$ cat src/edge_capture_timer_regs.svh
// Constants of the edge-capture timer: reset values and widths.
// Assumes inclusion from the timer package and the timer module only.
//
// What this block does
// - Edge-count mode: each qualifying capture pin event decrements the counter toward the match value.
// - On reaching the match value: raise interrupt, reload from load value, keep counting.
// - 32-bit mode: match interrupt and DMA fire only on a full 32-bit match.
// - Edge-time mode: timer rollover at terminal count raises no DMA request.
// - Timer A and Timer B both raise DMA requests in edge-count and edge-time modes.
// - ADC trigger comes only from its own timer's interval; chained, from the 32-bit timeout gated by Timer A's adc_en.
`ifndef EDGE_CAPTURE_TIMER_REGS_SVH
`define EDGE_CAPTURE_TIMER_REGS_SVH

// ----------------------------------------
// Widths
// ----------------------------------------
`define TMR_HALF_W 16
`define TMR_FULL_W 32
`define TMR_COUNT 2

// ----------------------------------------
// Reset values
// ----------------------------------------
`define TMR_CNT_RESET 16'hffff
`define TMR_CAP_RESET 16'h0000
`define TMR_PIN_RESET 2'h0
`define TMR_RUN_RESET 2'h0
`define TMR_STATUS_RESET 6'h00
`define TMR_DMA_RESET 2'h0
`define TMR_ADC_RESET 1'b0

`endif
$ cat src/edge_capture_timer_pkg.sv
// Types shared by the edge-capture timer and its bench.
// Assumes the constants header sits beside it in src/.
`include "edge_capture_timer_regs.svh"

package edge_capture_timer_pkg;

  // ----------------------------------------
  // Modes and edge selection
  // ----------------------------------------
  typedef enum logic [1:0] {
    MODE_PERIODIC = 2'h0,
    MODE_ONE_SHOT = 2'h1,
    MODE_EDGE_COUNT = 2'h3,
    MODE_EDGE_TIME = 2'h2
  } mode_t;

  typedef enum logic [1:0] {
    EDGE_RISE = 2'h0,
    EDGE_FALL = 2'h1,
    EDGE_BOTH = 2'h3
  } edge_sel_t;

  // ----------------------------------------
  // Per-timer configuration and status
  // ----------------------------------------
  typedef struct packed {
    logic enable;
    mode_t mode;
    edge_sel_t edge_sel;
    logic [`TMR_HALF_W-1:0] interval_load;
    logic [`TMR_HALF_W-1:0] match_value;
    logic dma_en;
    logic adc_en;
    logic [2:0] irq_mask;
  } timer_cfg_t;

  typedef struct packed {
    logic match;
    logic capture;
    logic timeout;
  } status_t;

endpackage

$ cat src/edge_capture_timer.sv
// Two 16-bit capture timers, optionally chained as one 32-bit timer.
// Assumes capture pins and configuration are synchronous to clock_i.
`timescale 1ns/1ps
`default_nettype none
`include "edge_capture_timer_regs.svh"

module edge_capture_timer (
  input wire logic clock_i,
  input wire logic rst_i,
  input wire logic concat_i,
  input wire edge_capture_timer_pkg::timer_cfg_t cfg_a_i,
  input wire edge_capture_timer_pkg::timer_cfg_t cfg_b_i,
  input wire logic [1:0] capture_input_pin_i,
  input wire logic [1:0] load_write_i,
  input wire edge_capture_timer_pkg::status_t [1:0] status_clear_i,
  output var edge_capture_timer_pkg::status_t [1:0] raw_status_o,
  output logic irq_o,
  output logic [1:0] dma_req_o,
  output logic adc_trigger_o,
  output logic [31:0] count_o,
  output logic [31:0] capture_o
);

  // ----------------------------------------
  // State
  // ----------------------------------------
  edge_capture_timer_pkg::timer_cfg_t cfg [2];
  edge_capture_timer_pkg::status_t [1:0] status_reg;
  edge_capture_timer_pkg::status_t [1:0] status_next;
  edge_capture_timer_pkg::status_t [1:0] set16;
  edge_capture_timer_pkg::status_t [1:0] set_final;
  logic [15:0] cnt_reg [2];
  logic [15:0] cnt16_next [2];
  logic [15:0] cap_reg [2];
  logic [1:0] run_reg;
  logic [1:0] run16_next;
  logic [1:0] pin_q_reg;
  logic [1:0] edge_hit;
  logic [1:0] adc16;
  logic [1:0] dma_reg;
  logic adc_reg;

  // Indexable copies so the generate loop can pick its own timer
  assign cfg[0] = cfg_a_i;
  assign cfg[1] = cfg_b_i;

  // ----------------------------------------
  // Per-timer 16-bit logic
  // ----------------------------------------
  genvar t;
  generate
    for (t = 0; t < 2; t++) begin : g_tmr
      // Edge sense against last cycle's pin; mode decode for this timer
      wire logic rise = capture_input_pin_i[t] & ~pin_q_reg[t];
      wire logic fall = ~capture_input_pin_i[t] & pin_q_reg[t];
      wire logic is_cnt = cfg[t].mode == edge_capture_timer_pkg::MODE_EDGE_COUNT;
      wire logic is_time = cfg[t].mode == edge_capture_timer_pkg::MODE_EDGE_TIME;
      wire logic is_one = cfg[t].mode == edge_capture_timer_pkg::MODE_ONE_SHOT;
      wire logic is_per = cfg[t].mode == edge_capture_timer_pkg::MODE_PERIODIC || is_one;

      // Counter arithmetic and compare terms
      wire logic [15:0] dec = cnt_reg[t] - 16'h0001;
      wire logic zero = cnt_reg[t] == 16'h0000;
      wire logic tick = cfg[t].enable & (is_time | (is_per & run_reg[t]));
      wire logic ev_match = is_cnt & edge_hit[t] & (dec == cfg[t].match_value);
      wire logic per_match = is_per & tick & (cnt_reg[t] == cfg[t].match_value);
      wire logic timeout = tick & zero & ~load_write_i[t];
      logic [15:0] nxt;
      logic run_nxt;

      // Edge qualifier from the chosen polarity
      assign edge_hit[t] = cfg[t].enable & (
        cfg[t].edge_sel == edge_capture_timer_pkg::EDGE_RISE ? rise :
        cfg[t].edge_sel == edge_capture_timer_pkg::EDGE_FALL ? fall : (rise | fall));

      // Load write restarts; events step edge-count mode; clock steps edge-time and timed modes
      always_comb begin
        nxt = cnt_reg[t];
        run_nxt = run_reg[t];
        if (load_write_i[t]) begin
          nxt = cfg[t].interval_load;
          run_nxt = 1'b1;
        end else if (is_cnt & edge_hit[t]) begin
          nxt = ev_match ? cfg[t].interval_load : dec;
        end else if (tick) begin
          nxt = zero ? cfg[t].interval_load : dec;
          if (zero & is_one) begin
            run_nxt = 1'b0;
          end
        end
      end

      // Per-timer results; the chained path may still override them
      assign cnt16_next[t] = nxt;
      assign run16_next[t] = run_nxt;
      assign set16[t].match = ev_match | per_match;
      assign set16[t].capture = is_time & edge_hit[t];
      assign set16[t].timeout = timeout;
      assign adc16[t] = cfg[t].adc_en & is_per & timeout;
    end
  endgenerate

  // ----------------------------------------
  // Chained 32-bit timer on Timer A controls
  // ----------------------------------------
  // Timer B lends only its upper halves; its own mode is ignored
  wire logic [31:0] cnt32 = {cnt_reg[1], cnt_reg[0]};
  wire logic [31:0] load32 = {cfg_b_i.interval_load, cfg_a_i.interval_load};
  wire logic [31:0] match32 = {cfg_b_i.match_value, cfg_a_i.match_value};
  wire logic [31:0] dec32 = cnt32 - 32'h0000_0001;
  wire logic zero32 = cnt32 == 32'h0000_0000;
  wire logic one32 = cfg_a_i.mode == edge_capture_timer_pkg::MODE_ONE_SHOT;
  wire logic per32 = cfg_a_i.mode == edge_capture_timer_pkg::MODE_PERIODIC || one32;
  wire logic tick32 = cfg_a_i.enable & per32 & run_reg[0];
  // Full-width compare: a low-half hit alone must not fire
  wire logic match32_hit = tick32 & (cnt32 == match32);
  wire logic timeout32 = tick32 & zero32 & ~load_write_i[0];
  logic [31:0] cnt32_next;
  logic run32_next;

  // Chained counter next value; only periodic and one-shot make sense here
  always_comb begin
    cnt32_next = cnt32;
    run32_next = run_reg[0];
    if (load_write_i[0]) begin
      cnt32_next = load32;
      run32_next = 1'b1;
    end else if (tick32) begin
      cnt32_next = zero32 ? load32 : dec32;
      if (zero32 & one32) begin
        run32_next = 1'b0;
      end
    end
  end

  // ----------------------------------------
  // Event selection between 16-bit and chained
  // ----------------------------------------
  // Chained mode takes over Timer A's flags
  assign set_final[0] = concat_i ? {match32_hit, 1'b0, timeout32} : set16[0];
  assign set_final[1] = concat_i ? 3'h0 : set16[1]; // Timer B idle when chained

  // Set beats a same-cycle clear so no event is lost
  assign status_next[0] = set_final[0] | (status_reg[0] & ~status_clear_i[0]);
  assign status_next[1] = set_final[1] | (status_reg[1] & ~status_clear_i[1]);

  // DMA on match or capture only; rollover timeout is kept off the request
  wire logic [1:0] dma_next = {
    cfg_b_i.dma_en & (set_final[1].match | set_final[1].capture),
    cfg_a_i.dma_en & (set_final[0].match | set_final[0].capture)};

  // Each timer triggers only from its own timeout, never from its neighbour
  wire logic adc_next = concat_i ? (cfg_a_i.adc_en & timeout32) : (|adc16);

  // ----------------------------------------
  // Counters and run flags
  // ----------------------------------------
  // Pin history resets low so an idle-low pin gives no false edge
  always_ff @(posedge clock_i or posedge rst_i) begin
    if (rst_i) begin
      cnt_reg[0] <= `TMR_CNT_RESET;
      cnt_reg[1] <= `TMR_CNT_RESET;
      run_reg <= `TMR_RUN_RESET;
      pin_q_reg <= `TMR_PIN_RESET;
    end else begin
      cnt_reg[0] <= concat_i ? cnt32_next[15:0] : cnt16_next[0];
      cnt_reg[1] <= concat_i ? cnt32_next[31:16] : cnt16_next[1];
      run_reg <= concat_i ? {1'b0, run32_next} : run16_next;
      pin_q_reg <= capture_input_pin_i;
    end
  end

  // ----------------------------------------
  // Capture latches for edge-time mode
  // ----------------------------------------
  // Keeps the pre-edge count; a later edge overwrites it
  always_ff @(posedge clock_i or posedge rst_i) begin
    if (rst_i) begin
      cap_reg[0] <= `TMR_CAP_RESET;
      cap_reg[1] <= `TMR_CAP_RESET;
    end else begin
      if (set_final[0].capture) begin
        cap_reg[0] <= cnt_reg[0];
      end
      if (set_final[1].capture) begin
        cap_reg[1] <= cnt_reg[1];
      end
    end
  end

  // ----------------------------------------
  // Status, DMA and ADC pulses
  // ----------------------------------------
  // Registered so DMA and ADC see clean one-cycle strobes
  always_ff @(posedge clock_i or posedge rst_i) begin
    if (rst_i) begin
      status_reg <= `TMR_STATUS_RESET;
      dma_reg <= `TMR_DMA_RESET;
      adc_reg <= `TMR_ADC_RESET;
    end else begin
      status_reg <= status_next;
      dma_reg <= dma_next;
      adc_reg <= adc_next;
    end
  end

  // ----------------------------------------
  // Outputs
  // ----------------------------------------
  // Mask gates only the interrupt; raw flags stay visible regardless
  wire logic irq_a = |(status_reg[0] & cfg_a_i.irq_mask);
  wire logic irq_b = |(status_reg[1] & cfg_b_i.irq_mask);
  assign irq_o = irq_a | irq_b;
  assign raw_status_o = status_reg;
  assign dma_req_o = dma_reg;
  assign adc_trigger_o = adc_reg;
  // Count and capture come straight from flip-flops
  assign count_o = cnt32;
  assign capture_o = {cap_reg[1], cap_reg[0]};

endmodule
`default_nettype wire

$ cat config.mk
export PLATFORM = sky130hd
export DESIGN_NAME = edge_capture_timer
export DESIGN_NICKNAME = d
export VERILOG_FILES = /design/src/edge_capture_timer_pkg.sv /design/src/edge_capture_timer.sv
export VERILOG_INCLUDE_DIRS = /design/src /design/src/src
export SDC_FILE = /design/constraint.sdc
export NUM_CORES = 1
export LEC_CHECK = 0
export BUFFER_PORTS_ARGS = -buffer_cell sky130_fd_sc_hd__buf_2
export CAP_MARGIN = 20
export CORE_UTILIZATION = 54
export DETAILED_ROUTE_END_ITERATION = 10
export GPL_TIMING_DRIVEN = 0
export PLACE_DENSITY = 0.86
export SLEW_MARGIN = 0
export SYNTH_ARGS = -nofsm -noshare
export SYNTH_HDL_FRONTEND = slang
export SYNTH_SLANG_ARGS = --single-unit
$ cat constraint.sdc
create_clock -name clock_i -period 3.7 [get_ports clock_i]
set_input_delay 0.555 -clock clock_i [delete_from_list [all_inputs] [get_ports clock_i]]
set_output_delay 0.555 -clock clock_i [all_outputs]
set_load 0.01 [all_outputs]
Word level (Yosys, flattened, before mapping)
Cells that the tools add are included.
W data, S select, Z words.

word-level totals
  register bits = 77
  latch bits = 0
  memory bits (writable) = 0
  memory bits (read-only) = 0
  input bits = 97
  output and inout port bits = 74
  logic and storage cells = 153
  memories kept = 0

operators by class
  add/subtract/negate cells = 3
  multiply operators = 0
  div/mod/pow operators = 0
  $lt $le $gt $ge = 0
  equal/unequal tests = 17
  shift operators = 0
  mux-type cells = 34
  bitwise logic cells = 62
  reductions and logical operators = 22

operator list
  kind                     count
  $mux W16                 12
  $mux W32                 3
  $eq A16 B16 Y1           4
  $and A1 B1 Y1            39
  $eq A32 B32 Y1           1
  $logic_not A16 Y1        2
  $logic_not A32 Y1        1
  $sub A16 B1 Y16 const B  2
  $sub A32 B1 Y32 const B  1
  $mux W1                  16
  $and A3 B3 Y3            4
  $reduce_bool A3 Y1       4
  $or A1 B1 Y1             9
  $eq A2 B1 Y1 const B     4
  $eq A2 B2 Y1 const B     4
  $logic_not A2 Y1         4
  $reduce_bool A4 Y1       2
  $mux W3                  2
  $ne A3 B1 Y1 const B     2
  $ne A3 B3 Y1 const B     2
  $not A1 Y1               6
  $not A3 Y3               2
  $or A3 B3 Y3             2
  $reduce_or A3 Y1         2
  other kinds (6)          8

Logic depth before layout (Yosys ltp)
  word-level depth = 12
  mapped depth = 15
  gate-level depth less buffers = 10

Worst setup path before layout
No wires, ideal clock.

  path type = register to register
  start point = reg cnt_reg, in the netlist count_o[17]
  end point = reg cnt_reg, in the netlist count_o[25]
  library setup time = 0.082 ns
  data arrival time = 3.384 ns
  setup slack = 0.235 ns
  cell stages (with the launch flop) = 14
  buffers on the path = 3
  period minus slack after synthesis = 3.465 ns
  cell sequence = dfstp_2 > clkbuf_1 > inv_1 > ha_1 > buf_2 > or3b_1 > or4_1 > clkbuf_1 > and2_1 > o22ai_2 > a2111oi_4 > a211oi_4 > mux2_4 > a211o_1

on the way
  cells in the longest elaborated chain, start to end = 7
  elaborated cells on any way between the ends = 15

RTL lines
  item                line                       RTL
  start: declaration  edge_capture_timer.sv:32   logic [15:0] cnt_reg [2];
  $sub A16 B1 Y16     edge_capture_timer.sv:62   wire logic [15:0] dec = cnt_reg[t] - 16'h0001;
  $eq A16 B16 Y1      edge_capture_timer.sv:65   wire logic ev_match = is_cnt & edge_hit[t] & (dec == cfg[t].match_value);
  $and A1 B1 Y1       edge_capture_timer.sv:65
  $mux W16            edge_capture_timer.sv:84   nxt = ev_match ? cfg[t].interval_load : dec;
  $mux W16            edge_capture_timer.sv:83   end else if (is_cnt & edge_hit[t]) begin
  $mux W16            edge_capture_timer.sv:80   if (load_write_i[t]) begin
  $mux W16 *          edge_capture_timer.sv:167  cnt_reg[1] <= concat_i ? cnt32_next[31:16] : cnt16_next[1];

Every way passes the cells marked *; elsewhere a longest branch is shown, timed or not. The select of a mux whose other input is x is not followed.
A chain may end at the register's enable or synchronous reset.

Final worst setup path
  start point = reg cnt_reg, in the netlist count_o[16]
  end point = reg cnt_reg, in the netlist count_o[25]

Same word-level chain as after synthesis.

==> reports/summary.txt <==
multi-input combinational cell area: 0.004008 mm²
Std-Cell Rows: 38
post-synth net total: 849
commonest cells in the netlist: 66 x nor2_1, 58 x nand2_1, 51 x o21ai_0, 45 x dfrtp_1, 43 x a21oi_1
H-tree levels: 3
Synth-to-Final Area Change: 23.30%
CP Data Required Time: 3.98 ns
number of synthesized register bits: 77
MaxCap Viol Count: 0
Post-DP HPWL: 15920 µm
Warnings, synthesis: 0
WP buf/inv: 4
CP max stage cell: or4_4
critical path type: reg -> reg
largest net degree at the start of global routing: 44
Final Util: 0.6969
Final ANT Viol Nets: 0
maximum achievable frequency: 278.8 MHz
Avg Synthesized Cell Area: 8.369 µm²
crit share post-route: 0.9695
Iter 0 DRT Violations: 731
Max-slew headroom: 0.4513
Synth Instances: 745
number of global-route vias before repair: 6307
RePlAce Congestion: 0.9799
synth unique cells: 80
die area: 0.01198 mm²
worst slack, placed: -0.3843 ns
Routed WL per cell: 20.07 µm
worst reg2reg path depth: 13
post-route minimum period: 3.587 ns
gr ovfl total: 0
Num CTS Buffers: 9
final WL: 21520 µm
DRC: 0
Power Dens Cells: 462.4 mW/mm²
CP Capture Type: flop
ANT cells: 0
Die X: 109.5 µm
post-synth top area cell: dfrtp_1
initial antenna violation count: 0
post-synth top area share: 0.1806
Critical R2R Capture: count_o[25]$_DFFE_PP1P_
area of the core: 0.01103 mm²
Clock transition at path regs: 0.06 ns
most common flop cell mapped by yosys: dfrtp_1
Pre-antenna DRT Iters: 5
Final Non-Filler Cells: 1072
initial core utilization: 0.5652
worst-margin pin slew: 0.8231 ns
Storage cell area: 0.001967 mm²
CTS tree: yes
worst-path cell chain: buf_2, inv_2, ha_1, buf_4, or3b_4, or4_4, and2_1, o22ai_2, a2111oi_4, buf_4, a211oi_4, mux2_4, a211o_1
r2r startpoint: count_o[16]$_DFFE_PP1P_
CP max FO: 9
most used cell, CP: buf_4
Hold Fails Final Rpt: 0
Nets: 1032
I/O Buffers: 170
Hold WS: 0.2276 ns
main area contributors after synthesis: dfrtp_1 18%, dfstp_2 13%, mux2_2 5.4%
Post-synth EDFFs: 0
Post-DP Area: 0.007296 mm²
Cells after DPL: 1057
final worst-path setup slack: 0.1130 ns
type of origin of the critical path: flop
Vias/cell: 6.387
crit path DAT: 3.86 ns
Mapped Area: 0.006235 mm²
io pins: 171
R2R Setup Slk: 0.11 ns
Worst path max stage delay: 0.49 ns
first-pass GRT wire length: 32910 µm
Sink Count: 77
crit-path leading delay family: simple AND/OR/NAND/NOR gates
Global Route Usage Sum: 0.3664
clk_lat worst skew: 0.35 ns
CTS root buffer: clkbuf_16
status: finished clean
Die H: 109.5 µm
Hold Crit Class: in -> async
final setup skew: 0.005537 ns
Layout Cell Area excl Fill: 0.007687 mm²
share of cells above drive strength 1: 0.3219
vias post-DR: 6847
number of fill cells in the layout: 935
Final setup viols: 0
Worst IR Drop VDD: 351.9 µV
most common cell in the netlist: nor2_1
Leakage: 3.366 nW
CTS Buffer Depth: 2
part of the Yosys area used for sequential elements: 0.3155
fraction of registers with async set/reset: 1.000
Final Slew Violations: 0
==> cell usage in the layout (no fill, tap or decap), types with 7 or more instances in the layout <==
master,count
nor2_1,65
mux2i_1,16
o2bb2ai_1,8
dfstp_2,32
or3_1,13
xnor2_1,30
or2_2,7
clkbuf_1,38
nor3_1,24
o21ai_0,51
ha_1,7
buf_2,178
dfrtp_1,45
nor4_1,19
and3_1,12
a21oi_1,43
mux2_2,30
xor2_1,34
inv_1,20
nand2_1,57
nand3_1,19
o31ai_1,12
nand4_1,14
a22oi_1,10
clkbuf_16,9
==> final cells by class <==
class | instances | area share
buffer | 56 | 0.03516
clock buffer | 13 | 0.03255
clock inverter | 2 | 0.001302
inverter | 23 | 0.01156
multi-input combinational | 586 | 0.5213
sequential | 77 | 0.2559
tap | 140 | 0.02279
timing repair buffer | 175 | 0.1195
==> cells by family after synthesis <==
family	Yosys count	synth area share
AO/OA/AOI/OAI	198	0.2175
flip-flops	77	0.3155
adder cells (fa/ha/maj)	7	0.01405
buffers and inverters	82	0.05559
multiplexers	47	0.08228
XOR/XNOR	64	0.08991
AND/OR/NAND/NOR	270	0.2252
==> worst max path at each step <==
stage,start,to,slack [ns],cells after the start
6_report,count_o[16]$_DFFE_PP1P_,count_o[25]$_DFFE_PP1P_,0.11,13
5_1_grt,count_o[16]$_DFFE_PP1P_,count_o[25]$_DFFE_PP1P_,-0.007,14
3_5_place_dp,count_o[0]$_DFFE_PP1P_,count_o[10]$_DFFE_PP1P_,-0.38,13
3_3_place_gp,count_o[0]$_DFFE_PP1P_,count_o[10]$_DFFE_PP1P_,-0.38,13
2_1_floorplan,count_o[17]$_DFFE_PP1P_,count_o[25]$_DFFE_PP1P_,0.23,13
4_1_cts,count_o[17]$_DFFE_PP1P_,count_o[27]$_DFFE_PP1P_,0.02,14
==> power breakdown <==
group	leakage [nW]	internal, mW	total (mW)	switching, mW
logic	2.32	0.619	1.53	0.910
clock network	0.129	0.467	0.810	0.343
registers	0.912	1.08	1.22	0.131
==> worst reg2reg max path: cells and delay by family (launching register included) <==
family / cells / cell delay, ns
buf+inv: 4 / 0.61
compound gates: 4 / 0.97
fa+ha+maj: 1 / 0.14
mux: 1 / 0.34
simple gates: 3 / 1.10
flops: 1 / 0.36
==> per-stage QoR <==
| stage | TNS [ns] | power [mW] |
|---|---|---|
| after floorplan | 0 | 2.165 |
| final | 0 | 3.554 |
| after CTS | 0 | 3.501 |
| after global routing | -0.006866 | 3.749 |
| after global placement | -5.951 | 2.653 |
| after detailed placement | -6.291 | 2.679 |
==> per-layer routing <==
metal  global-route usage  wire, µm
met5                    0         0
met4               0.1790       728
met3               0.1073      2470
met2               0.5490      9535
met1               0.4824      8781
==> timing repair <==
action | in CTS | in global routing
setup buffers | 1 | 2
setup endpoints to repair | 32 | 31
resized for setup | 7 | 23
pin swaps | 1 | 5
hold buffers | 0 | 0
No activity file was read; power rests on OpenSTA's default activity.
